**src/adc_ctrl_cfg.svh**
```systemverilog
// Register offsets, field positions, reset values and cycle counts
// Assumes an 8-bit register port with byte-wide registers
`ifndef ADC_CTRL_CFG_SVH
`define ADC_CTRL_CFG_SVH

`define ADDR_RESULT_LOW 8'h78
`define ADDR_RESULT_HIGH 8'h79
`define ADDR_CTRL_STATUS 8'h7A
`define ADDR_CTRL_B 8'h7B
`define ADDR_CHANNEL_MUX 8'h7C

`define CTRL_ENABLE_BIT 7
`define CTRL_START_BIT 6
`define CTRL_AUTO_BIT 5
`define CTRL_DONE_BIT 4
`define CTRL_IRQ_EN_BIT 3
`define CTRL_B_MUX5_BIT 3
`define MUX_LEFT_ADJUST_BIT 5

`define CTRL_RESET 8'h00
`define CTRL_B_RESET 8'h00
`define MUX_RESET 8'h00
`define RESULT_RESET 10'h000

// 25 and 13 converter clock cycles
`define CONV_FIRST_CYCLES 5'h19
`define CONV_NORMAL_CYCLES 5'h0D

`endif

```
**src/adc_ctrl_pkg.sv**
```systemverilog
// Types shared by the converter control files
// Assumes the cfg header carries all numeric constants
package adc_ctrl_pkg;
  typedef enum logic [1:0] {GAIN_1X, GAIN_10X, GAIN_200X} gain_t;
  typedef enum logic {ST_IDLE, ST_CONVERT} conv_state_t;
endpackage : adc_ctrl_pkg

```
**src/adc_channel_decode.sv**
```systemverilog
// Channel and gain decoder for the upper selection codes
// Codes below the upper bank pass as single-ended, index from the low bits
`timescale 1ns/1ps
module adc_channel_decode (
  input wire logic [5:0] code,
  output logic [3:0] pos_in,
  output logic [3:0] neg_in,
  output adc_ctrl_pkg::gain_t gain,
  output logic diff,
  output logic reserved
);
  always_comb
  begin
    pos_in = code[3:0];
    neg_in = 4'h0;
    gain = adc_ctrl_pkg::GAIN_1X;
    diff = 1'b0;
    reserved = 1'b0;
    if (code[5:3] == 3'h5)
    begin
      // Gain pairs among inputs 8..11
      pos_in = {2'h2, code[2], code[0]};
      neg_in = {2'h2, code[2], 1'b0};
      gain = code[1] ? adc_ctrl_pkg::GAIN_200X : adc_ctrl_pkg::GAIN_10X;
      diff = 1'b1;
    end
    else if (code[5:4] == 2'h3)
    begin
      pos_in = {1'b1, code[2:0]};
      neg_in = code[3] ? 4'hA : 4'h9;
      diff = 1'b1;
      if (code[3:1] == 3'h7)
      begin
        reserved = 1'b1;
        diff = 1'b0;
      end
    end
  end
endmodule : adc_channel_decode

```
**src/adc_conversion_control.sv**
```systemverilog
// Control, prescaler, trigger and result logic of a 10-bit SAR converter
// Assumes a single-cycle register port and an analog core that holds
// core_result valid on the tick that ends a conversion
//
// Strobed register access is this design's own decision.
`timescale 1ns/1ps
`include "adc_ctrl_cfg.svh"
module adc_conversion_control #(
  parameter int RESULT_W = 10
) (
  input wire logic clk,
  input wire logic resetn,
  input wire logic [7:0] addr,
  input wire logic [7:0] wdata,
  input wire logic wr,
  input wire logic rd,
  output logic [7:0] rdata,
  input wire logic [7:1] trigger_sources,
  input wire logic global_irq_enable,
  input wire logic irq_ack,
  output logic irq,
  output logic core_power,
  output logic core_start,
  output logic [3:0] core_pos_in,
  output logic [3:0] core_neg_in,
  output adc_ctrl_pkg::gain_t core_gain,
  output logic core_diff,
  output logic conv_tick,
  input wire logic [RESULT_W-1:0] core_result
);
  logic adc_enable;
  logic auto_trigger_enable;
  logic conversion_done_flag;
  logic conversion_irq_enable;
  logic [2:0] clock_divider_select;
  logic [2:0] trigger_source_select;
  logic [5:0] channel_gain_select;
  logic left_adjust_select;
  adc_ctrl_pkg::conv_state_t state;
  logic [4:0] tick_cnt;
  logic [4:0] conv_len;
  logic first_pending;
  logic [5:0] conv_channel;
  logic [RESULT_W-1:0] result;
  logic locked;
  logic trig_prev;
  logic trig_level;
  logic ctrl_wr;
  logic enabling;
  logic start_wr;
  logic start_auto;
  logic start_now;
  logic start_first;
  logic busy;
  logic done_now;
  logic free_run;
  logic dec_diff;
  logic [RESULT_W-1:0] stored_value;
  logic [7:0] result_low_byte;
  logic [7:0] result_high_byte;
  logic [7:0] next_rdata;

  assign ctrl_wr = wr && addr == `ADDR_CTRL_STATUS;
  assign enabling = ctrl_wr && wdata[`CTRL_ENABLE_BIT] && !adc_enable;
  assign busy = state == adc_ctrl_pkg::ST_CONVERT;
  assign free_run = auto_trigger_enable && trigger_source_select == 3'h0;
  assign done_now = busy && conv_tick && tick_cnt == conv_len - 5'h01;

  // Starts only count while enabled and idle; an enable written low wins
  assign start_wr = ctrl_wr && wdata[`CTRL_START_BIT] && wdata[`CTRL_ENABLE_BIT];
  assign trig_level = trigger_source_select == 3'h0 ? 1'b0
                      : trigger_sources[trigger_source_select];
  assign start_auto = adc_enable && auto_trigger_enable && trig_level && !trig_prev;
  assign start_now = !busy && (start_wr || (start_auto && !(ctrl_wr && !wdata[`CTRL_ENABLE_BIT])));
  assign start_first = first_pending || enabling;
  // A disabling write in the done cycle must not relaunch a free running conversion
  assign core_start = start_now
                      || (done_now && free_run && adc_enable && !(ctrl_wr && !wdata[`CTRL_ENABLE_BIT]));

  adc_prescaler #(
    .CNT_W(7)
  ) u_prescaler (
    .clk(clk),
    .resetn(resetn),
    .run(adc_enable),
    .div_sel(clock_divider_select),
    .tick(conv_tick)
  );

  adc_channel_decode u_decode (
    .code(conv_channel),
    .pos_in(core_pos_in),
    .neg_in(core_neg_in),
    .gain(core_gain),
    .diff(dec_diff),
    .reserved()
  );
  assign core_diff = dec_diff;
  assign core_power = adc_enable;

  // Control and status register
  always_ff @(posedge clk or negedge resetn)
  begin
    if (!resetn)
    begin
      adc_enable <= 1'b0;
      auto_trigger_enable <= 1'b0;
      conversion_irq_enable <= 1'b0;
      clock_divider_select <= 3'h0;
    end
    else if (ctrl_wr)
    begin
      adc_enable <= wdata[`CTRL_ENABLE_BIT];
      auto_trigger_enable <= wdata[`CTRL_AUTO_BIT];
      conversion_irq_enable <= wdata[`CTRL_IRQ_EN_BIT];
      clock_divider_select <= wdata[2:0];
    end
  end

  always_ff @(posedge clk or negedge resetn)
  begin
    if (!resetn)
    begin
      trigger_source_select <= 3'h0;
      channel_gain_select <= 6'h00;
      left_adjust_select <= 1'b0;
    end
    else if (wr && addr == `ADDR_CTRL_B)
    begin
      trigger_source_select <= wdata[2:0];
      channel_gain_select[5] <= wdata[`CTRL_B_MUX5_BIT];
    end
    else if (wr && addr == `ADDR_CHANNEL_MUX)
    begin
      left_adjust_select <= wdata[`MUX_LEFT_ADJUST_BIT];
      channel_gain_select[4:0] <= wdata[4:0];
    end
  end

  // Done flag: a completion in the clearing cycle keeps it set
  always_ff @(posedge clk or negedge resetn)
  begin
    if (!resetn)
      conversion_done_flag <= 1'b0;
    else if (done_now)
      conversion_done_flag <= 1'b1;
    else if (irq_ack)
      conversion_done_flag <= 1'b0;
    else if (ctrl_wr && wdata[`CTRL_DONE_BIT])
      conversion_done_flag <= 1'b0;
  end

  assign irq = conversion_done_flag && conversion_irq_enable && global_irq_enable;

  always_ff @(posedge clk or negedge resetn)
  begin
    if (!resetn)
      first_pending <= 1'b0;
    else if (start_now)
      first_pending <= 1'b0;
    else if (enabling)
      first_pending <= 1'b1;
  end

  always_ff @(posedge clk or negedge resetn)
  begin
    if (!resetn)
      trig_prev <= 1'b0;
    else
      trig_prev <= trig_level;
  end

  // Conversion sequencer
  always_ff @(posedge clk or negedge resetn)
  begin
    if (!resetn)
    begin
      state <= adc_ctrl_pkg::ST_IDLE;
      tick_cnt <= 5'h00;
      conv_len <= `CONV_NORMAL_CYCLES;
    end
    else if (ctrl_wr && !wdata[`CTRL_ENABLE_BIT])
    begin
      state <= adc_ctrl_pkg::ST_IDLE;
      tick_cnt <= 5'h00;
    end
    else
    begin
      unique case (state)
        adc_ctrl_pkg::ST_IDLE:
        begin
          if (start_now)
          begin
            state <= adc_ctrl_pkg::ST_CONVERT;
            tick_cnt <= 5'h00;
            conv_len <= start_first ? `CONV_FIRST_CYCLES : `CONV_NORMAL_CYCLES;
          end
        end
        adc_ctrl_pkg::ST_CONVERT:
        begin
          if (done_now)
          begin
            tick_cnt <= 5'h00;
            conv_len <= `CONV_NORMAL_CYCLES;
            if (!free_run)
              state <= adc_ctrl_pkg::ST_IDLE;
          end
          else if (conv_tick)
            tick_cnt <= tick_cnt + 5'h01;
        end
      endcase
    end
  end

  // Channel used by the core is taken only when a conversion begins
  always_ff @(posedge clk or negedge resetn)
  begin
    if (!resetn)
      conv_channel <= 6'h00;
    else if (core_start)
      conv_channel <= channel_gain_select;
  end

  // Result store and read lock
  always_ff @(posedge clk or negedge resetn)
  begin
    if (!resetn)
      result <= `RESULT_RESET;
    else if (done_now && !locked && !(rd && addr == `ADDR_RESULT_LOW))
      result <= dec_diff ? {~core_result[RESULT_W-1], core_result[RESULT_W-2:0]}
                         : core_result;
  end

  always_ff @(posedge clk or negedge resetn)
  begin
    if (!resetn)
      locked <= 1'b0;
    else if (rd && addr == `ADDR_RESULT_HIGH)
      locked <= 1'b0;
    else if (rd && addr == `ADDR_RESULT_LOW)
      locked <= 1'b1;
  end

  assign stored_value = result;
  always_comb
  begin
    if (left_adjust_select)
    begin
      result_high_byte = stored_value[9:2];
      result_low_byte = {stored_value[1:0], 6'h00};
    end
    else
    begin
      result_high_byte = {6'h00, stored_value[9:8]};
      result_low_byte = stored_value[7:0];
    end
  end

  always_comb
  begin
    next_rdata = 8'h00;
    unique case (addr)
      `ADDR_RESULT_LOW: next_rdata = result_low_byte;
      `ADDR_RESULT_HIGH: next_rdata = result_high_byte;
      `ADDR_CTRL_STATUS:
        next_rdata = {adc_enable, busy, auto_trigger_enable,
                      conversion_done_flag, conversion_irq_enable, clock_divider_select};
      `ADDR_CTRL_B: next_rdata = {4'h0, channel_gain_select[5], trigger_source_select};
      `ADDR_CHANNEL_MUX: next_rdata = {2'h0, left_adjust_select, channel_gain_select[4:0]};
      default: next_rdata = 8'h00;
    endcase
  end

  always_ff @(posedge clk or negedge resetn)
  begin
    if (!resetn)
      rdata <= 8'h00;
    else if (rd)
      rdata <= next_rdata;
    else
      rdata <= 8'h00;
  end

  done_sets_flag_a: assert property (@(posedge clk) disable iff (!resetn)
    done_now |=> conversion_done_flag
      && (result == $past(core_result)
      || $past(locked || dec_diff || rd && addr == `ADDR_RESULT_LOW)))
    else $error("flag not set at completion");

  start_readback_a: assert property (@(posedge clk) disable iff (!resetn)
    rd && addr == `ADDR_CTRL_STATUS |=> rdata[`CTRL_START_BIT] == $past(busy))
    else $error("start bit does not show busy");

  irq_request_a: assert property (@(posedge clk) disable iff (!resetn)
    irq |-> conversion_done_flag && conversion_irq_enable && global_irq_enable)
    else $error("interrupt without all enables");

  vector_clear_a: assert property (@(posedge clk) disable iff (!resetn)
    irq_ack && !done_now |=> !conversion_done_flag)
    else $error("vector did not clear flag");

  write_clear_a: assert property (@(posedge clk) disable iff (!resetn)
    ctrl_wr && !wdata[`CTRL_DONE_BIT] && !irq_ack && conversion_done_flag
    |=> conversion_done_flag)
    else $error("zero write cleared flag");

  disable_abort_a: assert property (@(posedge clk) disable iff (!resetn)
    ctrl_wr && !wdata[`CTRL_ENABLE_BIT] |=> !busy && !core_power && !conv_tick)
    else $error("conversion survived disable");

  first_length_a: assert property (@(posedge clk) disable iff (!resetn)
    start_now && start_first |=> conv_len == `CONV_FIRST_CYCLES && busy)
    else $error("first conversion not 25 cycles");

  lock_hold_a: assert property (@(posedge clk) disable iff (!resetn)
    locked || rd && addr == `ADDR_RESULT_LOW |=> $stable(result))
    else $error("result changed while locked");

  channel_hold_a: assert property (@(posedge clk) disable iff (!resetn)
    busy && !core_start |=> $stable(conv_channel))
    else $error("channel changed mid conversion");

  left_view_a: assert property (@(posedge clk) disable iff (!resetn)
    rd && addr == `ADDR_RESULT_HIGH && left_adjust_select |=> rdata == $past(result[9:2]))
    else $error("left adjusted high byte wrong");
endmodule : adc_conversion_control

```
**src/adc_prescaler.sv**
```systemverilog
// Converter clock divider: one-cycle tick every 2..128 system clocks
// Assumes run is low whenever the converter is disabled
`timescale 1ns/1ps
module adc_prescaler #(
  parameter int CNT_W = 7
) (
  input wire logic clk,
  input wire logic resetn,
  input wire logic run,
  input wire logic [2:0] div_sel,
  output logic tick
);
  logic [CNT_W-1:0] cnt;
  logic [CNT_W-1:0] limit;
  logic [2:0] shift;

  always_comb
  begin
    shift = (div_sel == 3'h0) ? 3'h1 : div_sel;
    limit = CNT_W'((8'h01 << shift) - 8'h01);
  end

  always_ff @(posedge clk or negedge resetn)
  begin
    if (!resetn)
      cnt <= '0;
    else if (!run || cnt >= limit)
      cnt <= '0;
    else
      cnt <= cnt + 1'b1;
  end

  assign tick = run && (cnt == limit);
endmodule : adc_prescaler
```
**config.mk**
```make
export PLATFORM = sky130hd
export DESIGN_NAME = adc_conversion_control
export DESIGN_NICKNAME = d
export VERILOG_FILES = /design/src/adc_ctrl_pkg.sv /design/src/adc_channel_decode.sv /design/src/adc_conversion_control.sv /design/src/adc_prescaler.sv
export VERILOG_INCLUDE_DIRS = /design/src /design/src/src
export SDC_FILE = /design/constraint.sdc
export NUM_CORES = 1
export LEC_CHECK = 0
export BUFFER_PORTS_ARGS = -buffer_cell sky130_fd_sc_hd__buf_2
export CAP_MARGIN = 40
export CELL_PAD_IN_SITES_DETAIL_PLACEMENT = 1
export CELL_PAD_IN_SITES_GLOBAL_PLACEMENT = 2
export CORE_MARGIN = 2
export CORE_UTILIZATION = 36
export DETAILED_ROUTE_END_ITERATION = 8
export PLACE_DENSITY = 0.86
export SETUP_SLACK_MARGIN = 0.05
export SYNTH_ARGS = -nofsm -noshare
export SYNTH_HDL_FRONTEND = slang
export SYNTH_HIERARCHICAL = 1
export SYNTH_SLANG_ARGS = --single-unit
```
**constraint.sdc**
```tcl
create_clock -name clk -period 3.79 [get_ports clk]
set_clock_uncertainty 0.15 [all_clocks]
set_input_delay 0.758 -clock clk [delete_from_list [all_inputs] [get_ports clk]]
set_output_delay 0.758 -clock clk [all_outputs]
set_load 0.01 [all_outputs]
```
==> run_results.csv, run 1 <==
group,metric,value,unit
finish,drive_gt1_share,37.77,%
sta,maxSlewViolCount,0,
floorplan,die_x,99.55,um
route,drc,0,
placed_design,placement.cell_area,3707,sq um
critical_path,cp.arrival,2.79,ns
route,dr.pass1.iters,4,
synthesis,synth_warnings,6,
global_route,antenna_found_initial,0,
critical_path,reg2reg_to,"result[2]$_DFFE_PN0P_",
floorplan,start_util,37.33,%
placed_design,place_congestion,0.8106,
cts,htreeDepth,3,
route,viasPerCell,5.502,
global_route,gr-usage-all-layers,18.46,%
global_route,grt_pass1_vias,2856,
route,first_iter_violations,62,
sta,worst_slew_pin_slew,0.7945,ns
cts,clockBufferDepth,2,
cts,cts-root-buf,"clkbuf_8",
cts,cts_sinks,59,
critical_path,worst_ep_required_time,2.88,ns
route,num_vias,2663,
pwr,ir_worst_vdd,0.1466,mV
synthesis,syn_area,3287,sq um
cts,cts_buffers,9,
cts,cts_tree,"yes",
sta,hold_viol_final,0,
worst_hold_path,hold_class,"input port to async pin",
sta,layout_setup_ws,0.09087,ns
critical_path,startpoint_type,"flop",
cts,hold_buffers,0,
global_route,grt_max_degree,32,
route,routedWlPerCell,17.67,um
sta,fmax,270.3,MHz
floorplan,rows,34,
global_route,grt_overflow,0,
sta,whs,0.3042,ns
critical_path,r2r_start,"clock_divider_select[2]$_DFFE_PN0N_",
placed_design,dp.cells,461,
placed_design,dpl_worst_slack,0.1073,ns
critical_path,worstPathMaxFanout,4,
cts,clkTransAtPathRegs,0.07,ns
floorplan,core-area,8806,sq um
finish,insertedDiodeCount,0,
sta,timing.slew.headroom,46.63,%
finish,fin_nets,422,
finish,stdcell_area,3990,sq um
floorplan,fp.dieArea,9910,sq um
sta,fin_setup_tns,0,ns
finish,instances_no_fill,484,
run,cap_violations,0,
sta,min_period_over_period,97.60,%
global_route,grt_pass1_wl,14.43,mm
status,status,"finished, final reports clean",
critical_path,r2r.worst_path.cells,10,
synthesis,synth_cells,296,
sta,rsz0062_at_grt,"true",
route,ant_nets,0,
cts,worstSkewPairLatency,0.34,ns
critical_path,path_class,"flop to output port",
floorplan,die_y,99.55,um
finish,fillerInstances,993,
placed_design,dp_hpwl,6.388,mm
pwr,p_leak,1.944,nW
synthesis,avgSynthCellArea,11.10,sq um
pwr,p_per_area,403.2,nW/um^2
floorplan,ios,62,
critical_path,end_kind,"output port",
finish,area_growth_syn_to_layout,21.39,%
sta,finalSetupViolations,0,
route,wirelength,8.550,mm
placed_design,port_buffers,60,
sta,fin_crit,3.699,ns
critical_path,reg2reg_setup_slack,0.53,ns
worst max-delay path by stage:
stage	startpoint	endpoint	slack, ns	cells past startpoint
3_5_place_dp	clock_divider_select[2]$_DFFE_PN0N_	core_start	0.11	11
6_report	clock_divider_select[2]$_DFFE_PN0N_	core_start	0.09	11
5_1_grt	clock_divider_select[2]$_DFFE_PN0N_	core_start	-0.02	11
2_1_floorplan	clock_divider_select[1]$_DFFE_PN0N_	core_start	0.24	10
3_3_place_gp	clock_divider_select[2]$_DFFE_PN0N_	core_start	0.25	11
4_1_cts	clock_divider_select[2]$_DFFE_PN0N_	core_start	0.05	11
state kept, by name, summed over array words and instances, names as in the netlist:
name,cells
busy,1
result,10
core_power,1
left_adjust_select,1
auto_trigger_enable,1
first_pending,1
tick_cnt,5
locked,1
conversion_done_flag,1
conv_channel,6
conv_len,2
clock_divider_select,3
trigger_source_select,3
u_prescaler/cnt,7
channel_gain_select,6
rdata,8
trig_prev,1
conversion_irq_enable,1
worst max-delay path, stage by stage (launching register included):
cell and delay [ns]:
dfrtp_2 0.43, or2_4 0.24, ha_4 0.16, xnor2_1 0.12, ha_1 0.30, nand4_1 0.09, nor2_2 0.14, nand4_1 0.15
nor3_2 0.26, a22oi_2 0.10, o31ai_4 0.27, buf_2 0.19
through the flow:
stage	util [%]	power [W]
finish	45.31	0.001609
CTS	45.08	0.001612
global placement	42.10	0.0009849
detailed placement	42.10	0.001004
global route	45.31	0.001696
floorplan	-	0.0008979
power by group:
part	total, W	switching [W]	internal [W]
Sequential	0.000722	0.0000502	0.000672
Combinational	0.000299	0.000167	0.000132
Clock	0.000588	0.000252	0.000336
Total	0.00161	0.000469	0.00114
layout by cell type, fill, tap and decap left out, types with 2 or more instances in the layout:
master	instances
xor2_1	4
nand2_1	29
mux2_4	7
o21a_1	2
nor4_1	2
or3_1	6
clkbuf_8	11
nand3_1	13
a21oi_1	7
o21ai_0	10
buf_4	12
a22o_1	2
or2_2	2
nor2_1	10
a221oi_1	3
a31oi_1	6
conb_1	3
nand3b_1	3
nand4_1	4
mux2_2	26
inv_1	14
nor3_2	2
a211o_1	3
nand2b_1	2
and2_2	2
buf_2	60
clkbuf_1	2
a222oi_1	2
nor3b_1	2
nor3_1	5
nor4b_1	3
xnor2_1	5
ha_1	10
a211oi_1	5
dfrtp_1	57
mux2i_1	5
metal layers:
metal / routed length [um] / share of wire (%) / vias up / GRT usage [%]
met3: 247 / 2.9 / 10 / 3.443
met1: 3892 / 46 / 1357 / 24.04
met4: 102 / 1.2 / 0 / 6.428
met2: 4308 / 50 / 49 / 30.82
met5: 0 / 0 / - / 0
li1: - / - / 1247 / -
cell type report:
type / instances / area, sq um / area share (%)
repair buffers: 72 / 390.4 / 9.784
flip-flops and latches: 59 / 1479 / 37.06
clock buffers: 13 / 158.9 / 3.982
multi-input cells: 216 / 1739 / 43.59
inverters: 14 / 52.55 / 1.317
clock inverters: 2 / 35.03 / 0.8780
well taps: 108 / 135.1 / 3.387
timing repair:
action | in CTS | in global routing
gates resized for setup | 6 | 1
buffers inserted | 6 | 2
gates cloned | 0 | 0
endpoints found under the setup margin | 1 | 1
pin swaps | 8 | 4
(Power assumes the default switching activity.)
==> run 2, diff against run 1 <==
Settings changed: CORE_UTILIZATION 36 to 35, SYNTH_HIERARCHICAL 1 to unset.
==> run_results.csv, run 2 <==
group,metric,value,unit
sta,timing.slew.headroom,51.97,%
sta,rsz0062_at_grt,"false",
cts,cts-root-buf,"clkbuf_8",
synthesis,synth_cells,309,
synthesis,synth_ff_type,"dfrtp_1",
synthesis,synth_edf_count,0,
placed_design,dp_hpwl,6.779,mm
sta,fmax,304.9,MHz
finish,insertedDiodeCount,0,
synthesis,avgSynthCellArea,10.45,sq um
sta,maxSlewViolCount,0,
finish,fin_nets,424,
route,viasPerCell,5.473,
synthesis,syn-num-nets,358,
sta,fin_setup_tns,0,ns
floorplan,die_y,100.1,um
critical_path,worstPathMaxFanout,7,
cts,htreeDepth,3,
cts,clockBufferDepth,2,
floorplan,core-area,9109,sq um
synthesis,ys_types,57,
synthesis,yosysMostFrequentCell,"dfrtp_1",
sta,hold_viol_final,0,
sta,worst_slew_pin_slew,0.7150,ns
floorplan,rows,35,
placed_design,place_congestion,0.8087,
finish,final_common_cell,"buf_2",
synthesis,synth_seq_cells,59,
cts,worstSkewPairLatency,0.34,ns
finish,instances_no_fill,491,
critical_path,worst_ep_required_time,2.88,ns
cts,cts_setup_buffers,0,
synthesis,synth.yosys.seq_area_share,45.76,%
global_route,grt_pass1_wl,14.61,mm
pwr,p_per_area,403.3,nW/um^2
sta,fin_crit,3.280,ns
route,drc,0,
cts,cts_tree,"yes",
route,first_iter_violations,189,
synthesis,synth_area_leaders,"dfrtp_1, mux2_2, ha_1",
finish,largest_reg_flops,10,
critical_path,end_kind,"output port",
finish,final_cell_mix,"buf_2, dfrtp_1, mux2_2, nand2_1, nor2_1",
global_route,grt_overflow,0,
finish,final_util,43.13,%
cts,hold_buffers,0,
synthesis,async_flop_share,100.0,%
critical_path,cp.arrival,2.37,ns
pwr,p_leak,1.957,nW
worst_hold_path,hold_class,"input port to async pin",
finish,fillerInstances,1061,
route,ant_nets,0,
floorplan,die_x,100.1,um
critical_path,path_class,"flop to output port",
cts,cts_sinks,59,
cts,ctsResizeCount,0,
global_route,grt_pass1_vias,2765,
route,dr.pass1.iters,5,
status,status,"finished, final reports clean",
sta,min_period_over_period,86.55,%
global_route,antenna_found_initial,0,
global_route,grt_max_degree,29,
route,num_vias,2687,
floorplan,start_util,35.45,%
synthesis,synth_top_cell_area_share,44.94,%
synthesis,synth_warnings,0,
synthesis,synth_commonest_cells,"dfrtp_1, mux2_2, nand2_1, nor2_1",
floorplan,ios,62,
route,wirelength,8.795,mm
finish,reg_top3,"result (10), rdata (8), u_prescaler.cnt (7)",
global_route,gr-usage-all-layers,18.77,%
cts,clkTransAtPathRegs,0.07,ns
synthesis,yosysTopAreaCell,"dfrtp_1",
run,cap_violations,0,
floorplan,fp.dieArea,10010,sq um
cts,cts_buffers,9,
finish,drive_gt1_share,33.95,%
sta,finalSetupViolations,0,
pwr,ir_worst_vdd,0.2236,mV
placed_design,dp.cells,475,
route,routedWlPerCell,17.91,um
synthesis,syn_area,3229,sq um
placed_design,port_buffers,60,
finish,area_growth_syn_to_layout,21.66,%
critical_path,startpoint_type,"flop",
finish,top_register,"result",
run 2: kinds of logic after synthesis:
group | synth area share (%)
buffers and inverters | 3.603
flip-flops | 45.76
XOR/XNOR | 2.170
AO/OA/AOI/OAI | 11.93
other | 0.2326
AND/OR/NAND/NOR | 17.55
adder cells (fa/ha/maj) | 3.874
multiplexers | 14.88
run 2: path summary, 6_finish.rpt:
check	from	endpoint	slack, ns	depth (start not counted)
worst max-delay path	trigger_source_select[0]$_DFFE_PN0P_	core_start	0.51	6
worst min-delay path	resetn	conv_channel[3]$_DFFE_PN0P_	0.21	1
worst max register to register	clock_divider_select[1]$_DFFE_PN0P_	result[2]$_DFFE_PN0P_	1.04	7
worst min register to register	conv_channel[0]$_DFFE_PN0P_	conv_channel[0]$_DFFE_PN0P_	0.36	1
max in group asynchronous	resetn	clock_divider_select[2]$_DFFE_PN0P_	2.49	3
min in group clk	conv_channel[0]$_DFFE_PN0P_	conv_channel[0]$_DFFE_PN0P_	0.36	1
run 2: critical path, stage by stage (launching register included):
cell and delay, ns:
dfrtp_1 0.49, mux2_2 0.38, mux4_2 0.53, a21oi_4 0.24, o22a_1 0.21, inv_1 0.04, buf_2 0.13
run 2: where the power goes:
group | total [W] | internal (W) | switching (W)
combinational | 0.000163 | 0.0000744 | 0.0000884
sequential | 0.000703 | 0.000663 | 0.0000396
clock | 0.000719 | 0.000456 | 0.000264
total | 0.00158 | 0.00119 | 0.000391
run 2: layout make-up:
cell class	instances	area, sq um	share of cell area, %
clock buffer	10	137.6	3.503
clock inverter	6	111.4	2.834
inverter	15	56.30	1.433
multi-input combinational	223	1642	41.78
sequential	59	1478	37.61
tap	111	138.9	3.535
timing repair buffer	67	365.4	9.299
run 2: metrics by stage:
stage	hold WS, ns	area [sq um]	setup slack [ns]	power (W)
2_1_floorplan	0.2990	3229	0.7587	0.0007998
3_3_place_gp	0.3359	3660	0.5968	0.0008671
3_5_place_dp	0.3497	3680	0.5873	0.0008779
4_1_cts	0.2199	3929	0.4978	0.001602
5_1_grt	0.2361	3929	0.4286	0.001659
6_report	0.2083	3929	0.5097	0.001585
run 2: routing by layer:
| layer | vias up | GRT usage [%] | part of all wire, % |
|---|---|---|---|
| met5 | - | 0 | 0 |
| met4 | 0 | 5.269 | 0.88 |
| met3 | 9 | 3.621 | 3.9 |
| met2 | 68 | 30.56 | 49 |
| met1 | 1358 | 25.65 | 46 |
| li1 | 1252 | - | - |
